**config.mk**
```make
export PLATFORM = sky130hd
export DESIGN_NAME = mode_sequencer
export DESIGN_NICKNAME = d
export VERILOG_FILES = /design/src/verilog/mode_ctrl_pkg.sv /design/src/verilog/mode_sequencer.sv
export VERILOG_INCLUDE_DIRS = /design/src /design/src/verilog
export SDC_FILE = /design/constraint.sdc
export NUM_CORES = 1
export LEC_CHECK = 0
export BUFFER_PORTS_ARGS = -buffer_cell sky130_fd_sc_hd__buf_2
export CORE_UTILIZATION = 50
export CTS_CLUSTER_DIAMETER = 30
export CTS_CLUSTER_SIZE = 25
export DETAILED_ROUTE_END_ITERATION = 16
export HOLD_SLACK_MARGIN = 0.06
export PLACE_DENSITY = 0.68
export SYNTH_ARGS = -nofsm -noshare
export SYNTH_HDL_FRONTEND = slang
export SYNTH_SLANG_ARGS = --single-unit
```
**constraint.sdc**
```tcl
create_clock -name clk -period 2.52 [get_ports clk]
set_input_delay 0.126 -clock clk [delete_from_list [all_inputs] [get_ports clk]]
set_output_delay 0.126 -clock clk [all_outputs]
set_load 0.01 [all_outputs]
```
**src/verilog/mode_ctrl_params.svh**
```systemverilog
`ifndef MODE_CTRL_PARAMS_SVH
`define MODE_CTRL_PARAMS_SVH
`define CLK_FREQ_HZ 100000000
`define STARTUP_CONFIRM_TIMEOUT_MS 80
`define STARTUP_CONFIRM_CYCLES ((`STARTUP_CONFIRM_TIMEOUT_MS * `CLK_FREQ_HZ) / 1000)
`define RESET_STRETCH_TIME_US 1250
`define RESET_STRETCH_CYCLES ((`RESET_STRETCH_TIME_US * `CLK_FREQ_HZ) / 1000000)
`define LIN_DOMINANT_FILTER_TIME_NS 30000
`define LIN_FILTER_CYCLES ((`LIN_DOMINANT_FILTER_TIME_NS * `CLK_FREQ_HZ) / 1000000000)
`define IRQ_PULSE_CYCLES 16
`define ADDR_SYS_CTRL 8'h00
`define ADDR_IRQ_MASK 8'h09
`define ADDR_IRQ_FLAG 8'h0a
`define ADDR_RESET_STATUS 8'h0b
`define ADDR_MODE_STATUS 8'h0c
`define SYS_CTRL_SLEEP_BIT 0
`define SYS_CTRL_STOP_BIT 1
`define SYS_CTRL_POWER_STAGE_ON_BIT_BIT 2
`define FLAG_WAKE_INPUT_BIT 7
`define FLAG_LIN_BIT 5
`define FLAG_OVERTEMP_BIT 3
`define FLAG_UNDERVOLT_BIT 2
`define FLAG_OVERVOLT_BIT 1
`define MASK_WAKE_INPUT_BIT 7
`define MASK_OVERVOLT_BIT 6
`define MASK_LIN_BIT 5
`define MASK_OVERTEMP_BIT 3
`define MASK_UNDERVOLT_BIT 2
`define RSR_WAKE_INPUT_BIT 1
`define RSR_LIN_BIT 0
`define FLAG_RW_MASK 8'hae
`define MASK_RW_MASK 8'hed
`endif

```
**src/verilog/mode_ctrl_pkg.sv**
```systemverilog
`default_nettype none
package mode_ctrl_pkg;
  typedef enum logic [2:0] {
    MODE_RESET,
    MODE_NORMAL_REQUEST,
    MODE_NORMAL_RUN,
    MODE_STOP,
    MODE_SLEEP
  } mode_type;
  typedef struct packed {
    logic [7:0] addr;
    logic [7:0] wdata;
    logic wr;
    logic rd;
  } reg_req_type;
  typedef struct packed {
    logic undervolt;
    logic overvolt;
    logic overtemp;
  } supply_cond_type;
endpackage
`default_nettype wire

```
**src/verilog/mode_sequencer.sv**
```systemverilog
// Operation
// Test pin high: no startup timeout, LIN receiver disabled.
// Software sets power stage on bit within 80 ms after reset or wake.
// Power stage on bit unset at timeout enters Sleep.
// Normal, Stop, Sleep selected by stop and sleep control bits.
// Stop needs stop bit and halted MCU; regulator in low current mode.
// In Stop, masked LIN or wake input events assert the interrupt line.
// Stop wake sets wake input flag or LIN flag.
// Sleep turns regulator off and holds reset line low.
// Software enters Sleep only by writing the sleep bit.
// Sleep wake is unmaskable and restarts like power-on reset.
// Sleep wake sets matching wake input or LIN reset flag.
// Normal Run: reset high, power stages and LIN on, watchdog if enabled.
// Stop: reset high, supervision and power stages off, LIN recessive.
// SPI works in Stop; software sets power stage on bit early.
// Each enabled event pulses the interrupt line.
// Seven sources individually maskable; all masks cleared by reset. The code has five maskable sources.
// Undervolt sets flag; interrupt only if its enable is one.
// Overvolt sets flag; interrupt only if its enable is one.
// Overtemp sets flag; interrupt only if its enable is one.
// Undervolt detection inactive in Sleep and Stop.
// Overvolt detection inactive in Stop and Sleep.
// Overtemp detection inactive in Stop and Sleep.
// Stop LIN interrupt on rising edge after dominant longer than filter time.
// Event flags clear by writing one; zero ignored; reset clears.
// Clear of condition flags ignored while condition persists.
// Internal reset events hold reset low for stretch time after they end.
// Reset release enters Normal Request, timer runs, Run on power stage bit.
// Interrupt pulse has fixed length; new pulse on each enabled new flag. The code restarts a running pulse, lengthening it, instead of adding one.
`include "mode_ctrl_params.svh"
`default_nettype none
module mode_sequencer
  import mode_ctrl_pkg::*;
#(
  parameter int unsigned STARTUP_CYCLES = `STARTUP_CONFIRM_CYCLES,
  parameter int unsigned STRETCH_CYCLES = `RESET_STRETCH_CYCLES,
  parameter int unsigned LIN_FILTER = `LIN_FILTER_CYCLES,
  parameter int unsigned PULSE_CYCLES = `IRQ_PULSE_CYCLES
) (
  input wire logic clk, // System clock.
  input wire logic srst, // Synchronous reset, active high.
  input wire reg_req_type req, // Register bus request.
  output logic [7:0] rdata, // Read data, one cycle after the read strobe.
  input wire logic test_select_pin, // High selects test mode.
  input wire logic wake_input_pin, // Wake input level.
  input wire logic lin_rx, // LIN receiver level, low is dominant.
  input wire supply_cond_type cond, // Supply and temperature comparators.
  input wire logic mcu_halted, // Microcontroller has stopped.
  input wire logic ext_reset_event, // Watchdog, undervolt or thermal reset event.
  output logic reset_n_out, // Analog reset output, active low.
  output logic reset_n_oe, // Open-drain enable, high while pulling low.
  output logic irq_n_out, // Analog interrupt output, active low.
  output logic irq_n_oe, // Open-drain enable, high while pulling low.
  output logic regulator_on, // Regulator enabled.
  output logic regulator_low_power, // Regulator in reduced current mode.
  output logic power_stage_enable, // Power stages enabled.
  output logic lin_enable, // LIN transmitter and receiver enabled.
  output logic lin_rx_enable, // LIN receiver enabled.
  output logic watchdog_active, // Supervision running.
  output mode_type mode // Current operating mode.
);
  mode_type mode_reg, mode_next;
  logic [7:0] sys_ctrl_reg, mask_reg, flag_reg, rsr_reg;
  logic [31:0] timer_reg;
  logic [31:0] stretch_reg;
  logic [31:0] lin_dom_reg;
  logic [15:0] pulse_reg;
  logic wake_in_d_reg, lin_d_reg;
  logic [7:0] flag_set, flag_clr, new_enabled;
  logic wake_edge, lin_wake, run_detect, wr_sys, wr_flag;
  logic wr_mask, wr_rsr, sleep_wake, confirm_expired, stretch_load, pulse_start;
  logic [7:0] flag_next, read_word;

  function automatic logic is_write(input reg_req_type r, input logic [7:0] a);
    return r.wr && (r.addr == a);
  endfunction

  // Mask bits share positions with flags except overvolt, so remap that one.
  function automatic logic [7:0] flag_mask_map(input logic [7:0] m);
    logic [7:0] f;
    f = 8'h00;
    f[`FLAG_WAKE_INPUT_BIT] = m[`MASK_WAKE_INPUT_BIT];
    f[`FLAG_LIN_BIT] = m[`MASK_LIN_BIT];
    f[`FLAG_OVERTEMP_BIT] = m[`MASK_OVERTEMP_BIT];
    f[`FLAG_UNDERVOLT_BIT] = m[`MASK_UNDERVOLT_BIT];
    f[`FLAG_OVERVOLT_BIT] = m[`MASK_OVERVOLT_BIT];
    return f;
  endfunction

  assign wr_sys = is_write(req, `ADDR_SYS_CTRL);
  assign wr_flag = is_write(req, `ADDR_IRQ_FLAG);
  assign wr_mask = is_write(req, `ADDR_IRQ_MASK);
  assign wr_rsr = is_write(req, `ADDR_RESET_STATUS);
  // Either direction on the wake input counts as an event.
  assign wake_edge = wake_input_pin ^ wake_in_d_reg;
  // A wake counts only after the bus was dominant longer than the filter.
  assign lin_wake = lin_rx && !lin_d_reg && (lin_dom_reg > LIN_FILTER) && !test_select_pin;
  assign run_detect = (mode_reg == MODE_NORMAL_RUN) || (mode_reg == MODE_NORMAL_REQUEST);
  assign sleep_wake = (mode_reg == MODE_SLEEP) && (mode_next == MODE_RESET);
  // The test pin parks the startup check so a programmer can keep the core halted.
  assign confirm_expired = !test_select_pin && (timer_reg >= STARTUP_CYCLES);
  // Every cycle a source stays active reloads the stretch, so the hold runs from its end.
  assign stretch_load = ext_reset_event || sleep_wake;
  assign pulse_start = |new_enabled;

  // Supply and temperature detectors only watch while the core is expected to run.
  always_comb begin
    flag_set = 8'h00;
    flag_set[`FLAG_UNDERVOLT_BIT] = run_detect && cond.undervolt;
    flag_set[`FLAG_OVERVOLT_BIT] = run_detect && cond.overvolt;
    flag_set[`FLAG_OVERTEMP_BIT] = run_detect && cond.overtemp;
    flag_set[`FLAG_WAKE_INPUT_BIT] = (run_detect || mode_reg == MODE_STOP) && wake_edge;
    flag_set[`FLAG_LIN_BIT] = (mode_reg == MODE_STOP) && lin_wake;
  end

  // Condition flags refuse a clear while the comparator still reports the fault.
  always_comb begin
    flag_clr = wr_flag ? (req.wdata & `FLAG_RW_MASK) : 8'h00;
    flag_clr[`FLAG_UNDERVOLT_BIT] = flag_clr[`FLAG_UNDERVOLT_BIT] && !cond.undervolt;
    flag_clr[`FLAG_OVERVOLT_BIT] = flag_clr[`FLAG_OVERVOLT_BIT] && !cond.overvolt;
    flag_clr[`FLAG_OVERTEMP_BIT] = flag_clr[`FLAG_OVERTEMP_BIT] && !cond.overtemp;
  end

  always_comb begin
    new_enabled = flag_set & ~flag_reg & flag_mask_map(mask_reg);
  end

  always_comb begin
    mode_next = mode_reg;
    unique case (mode_reg)
      MODE_RESET: begin
        if (stretch_reg == 32'd0 && !ext_reset_event) begin
          mode_next = MODE_NORMAL_REQUEST;
        end
      end
      MODE_NORMAL_REQUEST: begin
        // Software proves it is alive by writing the power stage on bit.
        if (sys_ctrl_reg[`SYS_CTRL_POWER_STAGE_ON_BIT_BIT]) begin
          mode_next = MODE_NORMAL_RUN;
        end else if (confirm_expired) begin
          mode_next = MODE_SLEEP;
        end
      end
      MODE_NORMAL_RUN: begin
        // Sleep outranks Stop when software sets both bits at once.
        if (sys_ctrl_reg[`SYS_CTRL_SLEEP_BIT]) begin
          mode_next = MODE_SLEEP;
        end else if (sys_ctrl_reg[`SYS_CTRL_STOP_BIT] && mcu_halted) begin
          mode_next = MODE_STOP;
        end
      end
      MODE_STOP: begin
        // The bus stays live here, so software may restart the stages directly.
        if (sys_ctrl_reg[`SYS_CTRL_POWER_STAGE_ON_BIT_BIT] && !sys_ctrl_reg[`SYS_CTRL_STOP_BIT]) begin
          mode_next = MODE_NORMAL_RUN;
        end
      end
      MODE_SLEEP: begin
        // Wake in Sleep ignores the mask bits by design.
        if (wake_edge || lin_wake) begin
          mode_next = MODE_RESET;
        end
      end
    endcase
    // The regulator is off in Sleep, so no internal reset source can fire there.
    if (ext_reset_event && mode_reg != MODE_SLEEP) begin
      mode_next = MODE_RESET;
    end
  end

  always_ff @(posedge clk) begin
    if (srst) begin
      mode_reg <= MODE_RESET;
    end else begin
      mode_reg <= mode_next;
    end
  end

  // The timer saturates at its limit, so a long stay in test mode cannot wrap it.
  always_ff @(posedge clk) begin
    if (srst || mode_reg != MODE_NORMAL_REQUEST) begin
      timer_reg <= 32'd0;
    end else if (timer_reg < STARTUP_CYCLES) begin
      timer_reg <= timer_reg + 32'd1;
    end
  end

  always_ff @(posedge clk) begin
    if (srst || stretch_load) begin
      stretch_reg <= STRETCH_CYCLES;
    end else if (stretch_reg != 32'd0) begin
      stretch_reg <= stretch_reg - 32'd1;
    end
  end

  // Control registers restart on every internal reset, as a power-on would.
  // Only the three control bits exist; other written bits are dropped.
  always_ff @(posedge clk) begin
    if (srst || mode_reg == MODE_RESET || mode_reg == MODE_SLEEP) begin
      sys_ctrl_reg <= 8'h00;
    end else if (wr_sys) begin
      sys_ctrl_reg <= req.wdata & 8'h07;
    end else if (mode_reg == MODE_STOP && mode_next == MODE_NORMAL_RUN) begin
      sys_ctrl_reg[`SYS_CTRL_STOP_BIT] <= 1'b0;
    end
  end

  always_ff @(posedge clk) begin
    if (srst || mode_reg == MODE_RESET || mode_reg == MODE_SLEEP) begin
      mask_reg <= 8'h00;
    end else if (wr_mask) begin
      mask_reg <= req.wdata & `MASK_RW_MASK;
    end
  end

  // Set wins over a same-cycle clear, so an event never slips past software.
  always_comb begin
    flag_next = (flag_reg & ~flag_clr) | flag_set;
  end

  always_ff @(posedge clk) begin
    if (srst || mode_reg == MODE_RESET || mode_reg == MODE_SLEEP) begin
      flag_reg <= 8'h00;
    end else begin
      flag_reg <= flag_next;
    end
  end

  // Reset status survives internal resets so software can read the wake cause.
  always_ff @(posedge clk) begin
    if (srst) begin
      rsr_reg <= 8'h00;
    end else begin
      if (wr_rsr) begin
        rsr_reg <= rsr_reg & ~(req.wdata & 8'h03);
      end
      // Wake causes accumulate until cleared, and a set beats a same-cycle clear.
      if (sleep_wake && wake_edge) begin
        rsr_reg[`RSR_WAKE_INPUT_BIT] <= 1'b1;
      end
      if (sleep_wake && lin_wake) begin
        rsr_reg[`RSR_LIN_BIT] <= 1'b1;
      end
    end
  end

  always_ff @(posedge clk) begin
    if (srst) begin
      wake_in_d_reg <= 1'b0;
    end else begin
      wake_in_d_reg <= wake_input_pin;
    end
  end

  always_ff @(posedge clk) begin
    if (srst) begin
      lin_d_reg <= 1'b1;
    end else begin
      lin_d_reg <= lin_rx;
    end
  end

  // The dominant counter stops just past the filter, so a stuck bus cannot wrap it.
  always_ff @(posedge clk) begin
    if (srst) begin
      lin_dom_reg <= 32'd0;
    end else if (lin_rx) begin
      lin_dom_reg <= 32'd0;
    end else if (lin_dom_reg <= LIN_FILTER) begin
      lin_dom_reg <= lin_dom_reg + 32'd1;
    end
  end

  // A source that fires mid-pulse stretches the pulse rather than adding an edge.
  always_ff @(posedge clk) begin
    if (srst) begin
      pulse_reg <= 16'd0;
    end else if (pulse_start) begin
      pulse_reg <= 16'(PULSE_CYCLES);
    end else if (pulse_reg != 16'd0) begin
      pulse_reg <= pulse_reg - 16'd1;
    end
  end

  // Unmapped addresses read as zero so probing software sees no stale value.
  always_comb begin
    read_word = 8'h00;
    unique case (req.addr)
      `ADDR_SYS_CTRL: read_word = sys_ctrl_reg;
      `ADDR_IRQ_MASK: read_word = mask_reg;
      `ADDR_IRQ_FLAG: read_word = flag_reg;
      `ADDR_RESET_STATUS: read_word = rsr_reg;
      `ADDR_MODE_STATUS: read_word = {5'h00, mode_reg};
      default: read_word = 8'h00;
    endcase
  end

  always_ff @(posedge clk) begin
    if (srst) begin
      rdata <= 8'h00;
    end else if (req.rd) begin
      rdata <= read_word;
    end else begin
      rdata <= 8'h00;
    end
  end

  assign mode = mode_reg;
  assign reset_n_out = !reset_n_oe;
  assign irq_n_oe = pulse_reg != 16'd0;
  assign irq_n_out = !irq_n_oe;

  // Pin and stage enables decode only the mode register, plus the test pin for lin_rx_enable,
  // so a mode change moves them all on one edge and never passes through an illegal mix.
  always_comb begin
    reset_n_oe = 1'b0;
    regulator_on = 1'b1;
    regulator_low_power = 1'b0;
    power_stage_enable = 1'b0;
    lin_enable = 1'b0;
    lin_rx_enable = 1'b0;
    watchdog_active = 1'b0;
    unique case (mode_reg)
      MODE_RESET: begin
        reset_n_oe = 1'b1;
        regulator_on = 1'b1;
        regulator_low_power = 1'b0;
        power_stage_enable = 1'b0;
        lin_enable = 1'b0;
        lin_rx_enable = 1'b0;
        watchdog_active = 1'b0;
      end
      MODE_NORMAL_REQUEST: begin
        reset_n_oe = 1'b0;
        regulator_on = 1'b1;
        regulator_low_power = 1'b0;
        power_stage_enable = 1'b0;
        lin_enable = 1'b0;
        lin_rx_enable = !test_select_pin;
        watchdog_active = 1'b0;
      end
      MODE_NORMAL_RUN: begin
        reset_n_oe = 1'b0;
        regulator_on = 1'b1;
        regulator_low_power = 1'b0;
        power_stage_enable = 1'b1;
        lin_enable = 1'b1;
        lin_rx_enable = !test_select_pin;
        watchdog_active = 1'b1;
      end
      MODE_STOP: begin
        reset_n_oe = 1'b0;
        regulator_on = 1'b1;
        regulator_low_power = 1'b1;
        power_stage_enable = 1'b0;
        lin_enable = 1'b0;
        lin_rx_enable = !test_select_pin;
        watchdog_active = 1'b0;
      end
      MODE_SLEEP: begin
        reset_n_oe = 1'b1;
        regulator_on = 1'b0;
        regulator_low_power = 1'b0;
        power_stage_enable = 1'b0;
        lin_enable = 1'b0;
        lin_rx_enable = !test_select_pin;
        watchdog_active = 1'b0;
      end
    endcase
  end
endmodule // mode_sequencer
`default_nettype wire

```
## Yosys cells after proc, flatten, opt, wreduce, memory -nomap -nowiden

Index checks and enable logic that the tools add are counted.

- $add $sub $neg: 4
- Div/mod/pow operators: 0
- Equal/unequal tests: 11
- Shift operators: 0
- Magnitude comparators: 4
- Multiplexer cells: 23
- Multipliers: 0
- Bitwise logic cells: 10
- Reductions and logical operators: 61

Operator list:

| kind | count |
|---|---|
| $add 32x1->32 const B | 2 |
| $pmux 8 s5 | 1 |
| $and 8x8->8 | 4 |
| $eq 8x4->1 const B | 4 |
| $ge 32x32->1 const B | 1 |
| $gt 32x2->1 const B | 1 |
| $le 32x2->1 const B | 1 |
| $logic_not 32->1 | 1 |
| $lt 32x32->1 const B | 1 |
| $reduce_bool 32->1 | 1 |
| $sub 32x1->32 const B | 1 |
| $logic_and 1x1->1 | 24 |
| $mux 3 | 8 |
| $not 8->8 | 2 |
| $reduce_bool 16->1 | 1 |
| $reduce_or 4->1 | 4 |
| $sub 16x1->16 const B | 1 |
| $pmux 3 s5 | 1 |
| $mux 5 | 2 |
| $pmux 1 s2 | 5 |
| $eq 3x2->1 const B | 3 |
| $logic_not 1->1 | 9 |
| $reduce_or 9->1 | 1 |
| $logic_not 8->1 | 1 |
| other kinds (17) | 33 |

- Logic and storage cells: 129
- Bits in latches: 0
- Register bits: 150
- Bits in writable memories: 0
- Memories: 0
- Output and inout port bits: 21
- Bits of input ports: 28
- ROM bits: 0

## Logic depth before layout (Yosys ltp)

- Depth after elaboration: 12
- Gate-level depth with buffers: 10
- Gate-level depth less buffers: 8

## Worst setup path before layout

OpenSTA, ideal clock, no wires.

- Kind: reg2reg
- From: register stretch_reg[14]
- To: register stretch_reg[5]
- Clock period less this slack: 2478 ps
- Data arrival time: 2332 ps
- Required time: 2374 ps
- Path buffers: 2
- Path slack: 42 ps
- Library setup time: 146 ps
- Stages on the path, launching flop included: 9
- Path through: dfxtp_1 or4_4 or4_4 buf_6 or4_4 buf_6 nand4b_1 xor2_1 nand2_1

- Cells in the longest elaborated chain, start to end: 9
- Elaborated cells between the ends (all ways): 10
- Classes of those cells: mux: 3; reduce/logical: 7

RTL lines:

| item | RTL line | text |
|---|---|---|
| start, declared | mode_sequencer.sv:65 | `logic [31:0] stretch_reg;` |
| start signal, assigned | mode_sequencer.sv:192 | `stretch_reg <= stretch_reg - 32'd1;` |
| $logic_not 32->1 | mode_sequencer.sv:132 | `if (stretch_reg == 32'd0 && !ext_reset_event) begin` |
| $logic_and 1x1->1 | mode_sequencer.sv:132 |  |
| $mux 3 | mode_sequencer.sv:132 |  |
| $pmux 3 s5 | mode_sequencer.sv:130 | `unique case (mode_reg)` |
| $mux 3 | mode_sequencer.sv:166 | `if (ext_reset_event && mode_reg != MODE_SLEEP) begin` |
| $logic_not 3->1 | mode_sequencer.sv:99 | `assign sleep_wake = (mode_reg == MODE_SLEEP) && (mode_next == MODE_RESET);` |
| $logic_and 1x1->1 | mode_sequencer.sv:99 |  |
| $logic_or 1x1->1 | mode_sequencer.sv:103 | `assign stretch_load = ext_reset_event \|\| sleep_wake;` |
| $logic_or 1x1->1 | mode_sequencer.sv:189 | `if (srst \|\| stretch_load) begin` |

Parallel ways exist; a longest one is shown, timed or not.
A chain may end at the register's enable or synchronous reset.

## Final worst setup path

- From: register stretch_reg[11]
- To: register stretch_reg[1]

The elaborated chain is that of the path after synthesis.

==> results.toml <==
[logic_synthesis]
ys_top_cells_by_count = "140 x dfxtp_1, 126 x nor2_1, 51 x xor2_1, 48 x nand2_1, 36 x nand3_1"
netlist.area_leader.share = 0.444
synthFlopType = "dfxtp_1"
yosysMostFrequentCell = "dfxtp_1"
synth_area_leaders = "dfxtp_1 44%, nor2_1 7.5%, xor2_1 7.1%"
synth_seq_cells = 140
synth_fp_nets = 772
synth-async-reset-ratio = 0
synth_edf_count = 0
postSynthCellCount = 737
ys_seq_area_frac = 0.444
syn_area_mm2 = 0.00631
ys.warnings.count = 0
synth_cell_type_count = 62
synth_largest_area_cell = "dfxtp_1"
syn_area_per_cell_um2 = 8.56

[routing]
drc_errors = 0
viasPerCell = 5.46
totalWireLength_um = 14300
vias = 5406
ant_nets = 0
wl_per_cell_um = 14.4
drt_pass1_iterations = 7
drt_iter0_drc = 368

[power]
combPwrFrac = 0.127
seq_power_share = 0.423
p_clk_frac = 0.451
powerDensity_mw_per_mm2 = 737
p_leak_nw = 2.79
ir_drop_v = 0.000459
power.internal_w = 0.00420
netSwitchingFraction = 0.255
p_switching_w = 0.00144

[floorplanning]
start_util = 0.519
ios = 49
die_w_um = 114
rows = 40
die_y_um = 114
core-area_mm2 = 0.0122
dieArea_mm2 = 0.0131

[place]
place.gp.congestion = 0.828
placed_cell_area_mm2 = 0.00676
dp_hpwl_um = 9400
io_buffers = 46

[worst_setup_path]
crit_type = "reg2reg"
worstPathArrival_ns = 2.90
critPathRequiredTime_ns = 2.87
cp-start-kind = "flop"
worstSetupEndpointType = "flop"
crit_fanout = 6

[timing]
tns_ns = -0.0401
skew_ns = 0.00986
fmax_ghz = 0.392
period_needed_ns = 2.55
tightest_slew_ns = 1.10
drv_slew = 0
rsz0062_at_grt = "true"
hold_violations = 0
slew_headroom = 0.268
min_period_over_period = 1.01
worst_slack_ns = -0.0292
setup_viol = 2

[worst_hold_path]
hold_class = "in2reg"

[final_layout]
fin_nets = 844
nFillCells = 1033
area_growth_pct = 21.3
antenna_cells = 0
design_area_mm2 = 0.00765
drive_gt1_frac = 0.176

[clock_tree]
numCtsBuffers = 17
root_buffer = "clkbuf_16"
clkTransAtPathRegs_ns = 0.06
cts_tree = "built"
htreeDepth = 4
clkSinkCount = 140
clk_latency_ns = 0.43
cts_max_path_buffers = 2

[grt]
grt_pass1_vias = 5068
grt_use_total = 0.225
grt_max_degree = 33
grt_pass1_wl_um = 23300
grt_remaining_overflow = 0
antenna_found_initial = 0

[job]
drv_cap = 0

[status]
failed_checks = "negative setup slack"
status = "complete, but fails checks"
==> per-stage QoR <==
step | total power, W | setup slack (ns) | util | hold slack (ns) | instances
global placement | 0.00308 | -0.126 | 0.556 | 0.369 | 936
floorplan | 0.00294 | 0.0417 | - | 0.254 | 737
global route | 0.00589 | -0.0716 | 0.629 | 0.0670 | 990
finish | 0.00564 | -0.0292 | 0.629 | 0.0727 | 990
detailed placement | 0.00312 | -0.215 | 0.556 | 0.393 | 936
CTS | 0.00568 | -0.0159 | 0.619 | 0.0677 | 982
==> cell type report <==
class                           count  area [um2]  share of cell area
Clock buffer                       18         439              0.0574
Multi-Input combinational cell    540        3340               0.437
Inverter                           19        71.3             0.00932
Clock inverter                     14         169              0.0221
Tap cell                          168         210              0.0275
Sequential cell                   140        2810               0.368
Timing Repair Buffer               91         607              0.0793
==> final timing paths <==
check / start / to / slack [ns] / depth (start not counted)
max: stretch_reg[11] / stretch_reg[1] / -0.03 / 6
min: req[1] / mask_reg[3] / 0.07 / 3
max reg2reg: stretch_reg[11] / stretch_reg[1] / -0.03 / 6
min reg2reg: timer_reg[31] / timer_reg[31] / 0.46 / 2
==> per-layer routing <==
| layer | track usage | part of all wire | up-vias |
|---|---|---|---|
| met5 | 0 | 0 | - |
| met4 | 0.0944 | 0.019 | 0 |
| met3 | 0.0662 | 0.043 | 32 |
| met2 | 0.374 | 0.49 | 111 |
| met1 | 0.272 | 0.45 | 2569 |
| li1 | - | - | 2694 |
==> logic make-up (layout without fill, tap and decap cells) <==
family,Yosys count,count (layout),share of synthesized area
and+or+nand+nor,362,362,0.295
DFF,140,140,0.444
AOI/OAI and AO/OA,91,92,0.0983
xor gates and xnor gates,73,73,0.101
buffers and inverters,58,142,0.0391
adders and majority gates,7,7,0.0139
muxes,5,5,0.00813
other,1,1,0.000594
==> power groups by stage <==
stage                     Clock [W]  Combinational (W)  Sequential [W]
final                       0.00254           0.000714         0.00238
after global routing        0.00269           0.000806         0.00239
after CTS                   0.00258           0.000715         0.00239
after detailed placement          0           0.000683         0.00243
after global placement            0           0.000657         0.00243
after floorplan                   0           0.000521         0.00242
==> cells in the final DEF, fill, tap and decap left out, types with 17 or more instances in the layout <==
master,n
dfxtp_1,135
xor2_1,51
a21oi_1,28
nor3_1,18
buf_2,46
clkbuf_16,17
nand2_1,47
nand3_1,35
xnor2_1,22
buf_4,30
inv_1,19
and2_1,32
nor2_1,125
==> critical path, stage by stage (launching register included) <==
cell and delay (ns):
dfxtp_2 0.32, or4_4 0.54, or4_4 0.53, or4_4 0.59, buf_6 0.16, buf_4 0.13
a211oi_2 0.19
==> repair_timing <==
| item | CTS | global route |
|---|---|---|
| cloned | 0 | 1 |
| setup buffers | 0 | 7 |
| gates resized for setup | 2 | 21 |
| hold endpoints to repair | 19 | 0 |
| endpoints found under the setup margin | 4 | 13 |
| hold buffers | 14 | 0 |
| pin swaps | 0 | 12 |
Note: power is estimated with default switching activity, not from simulation.
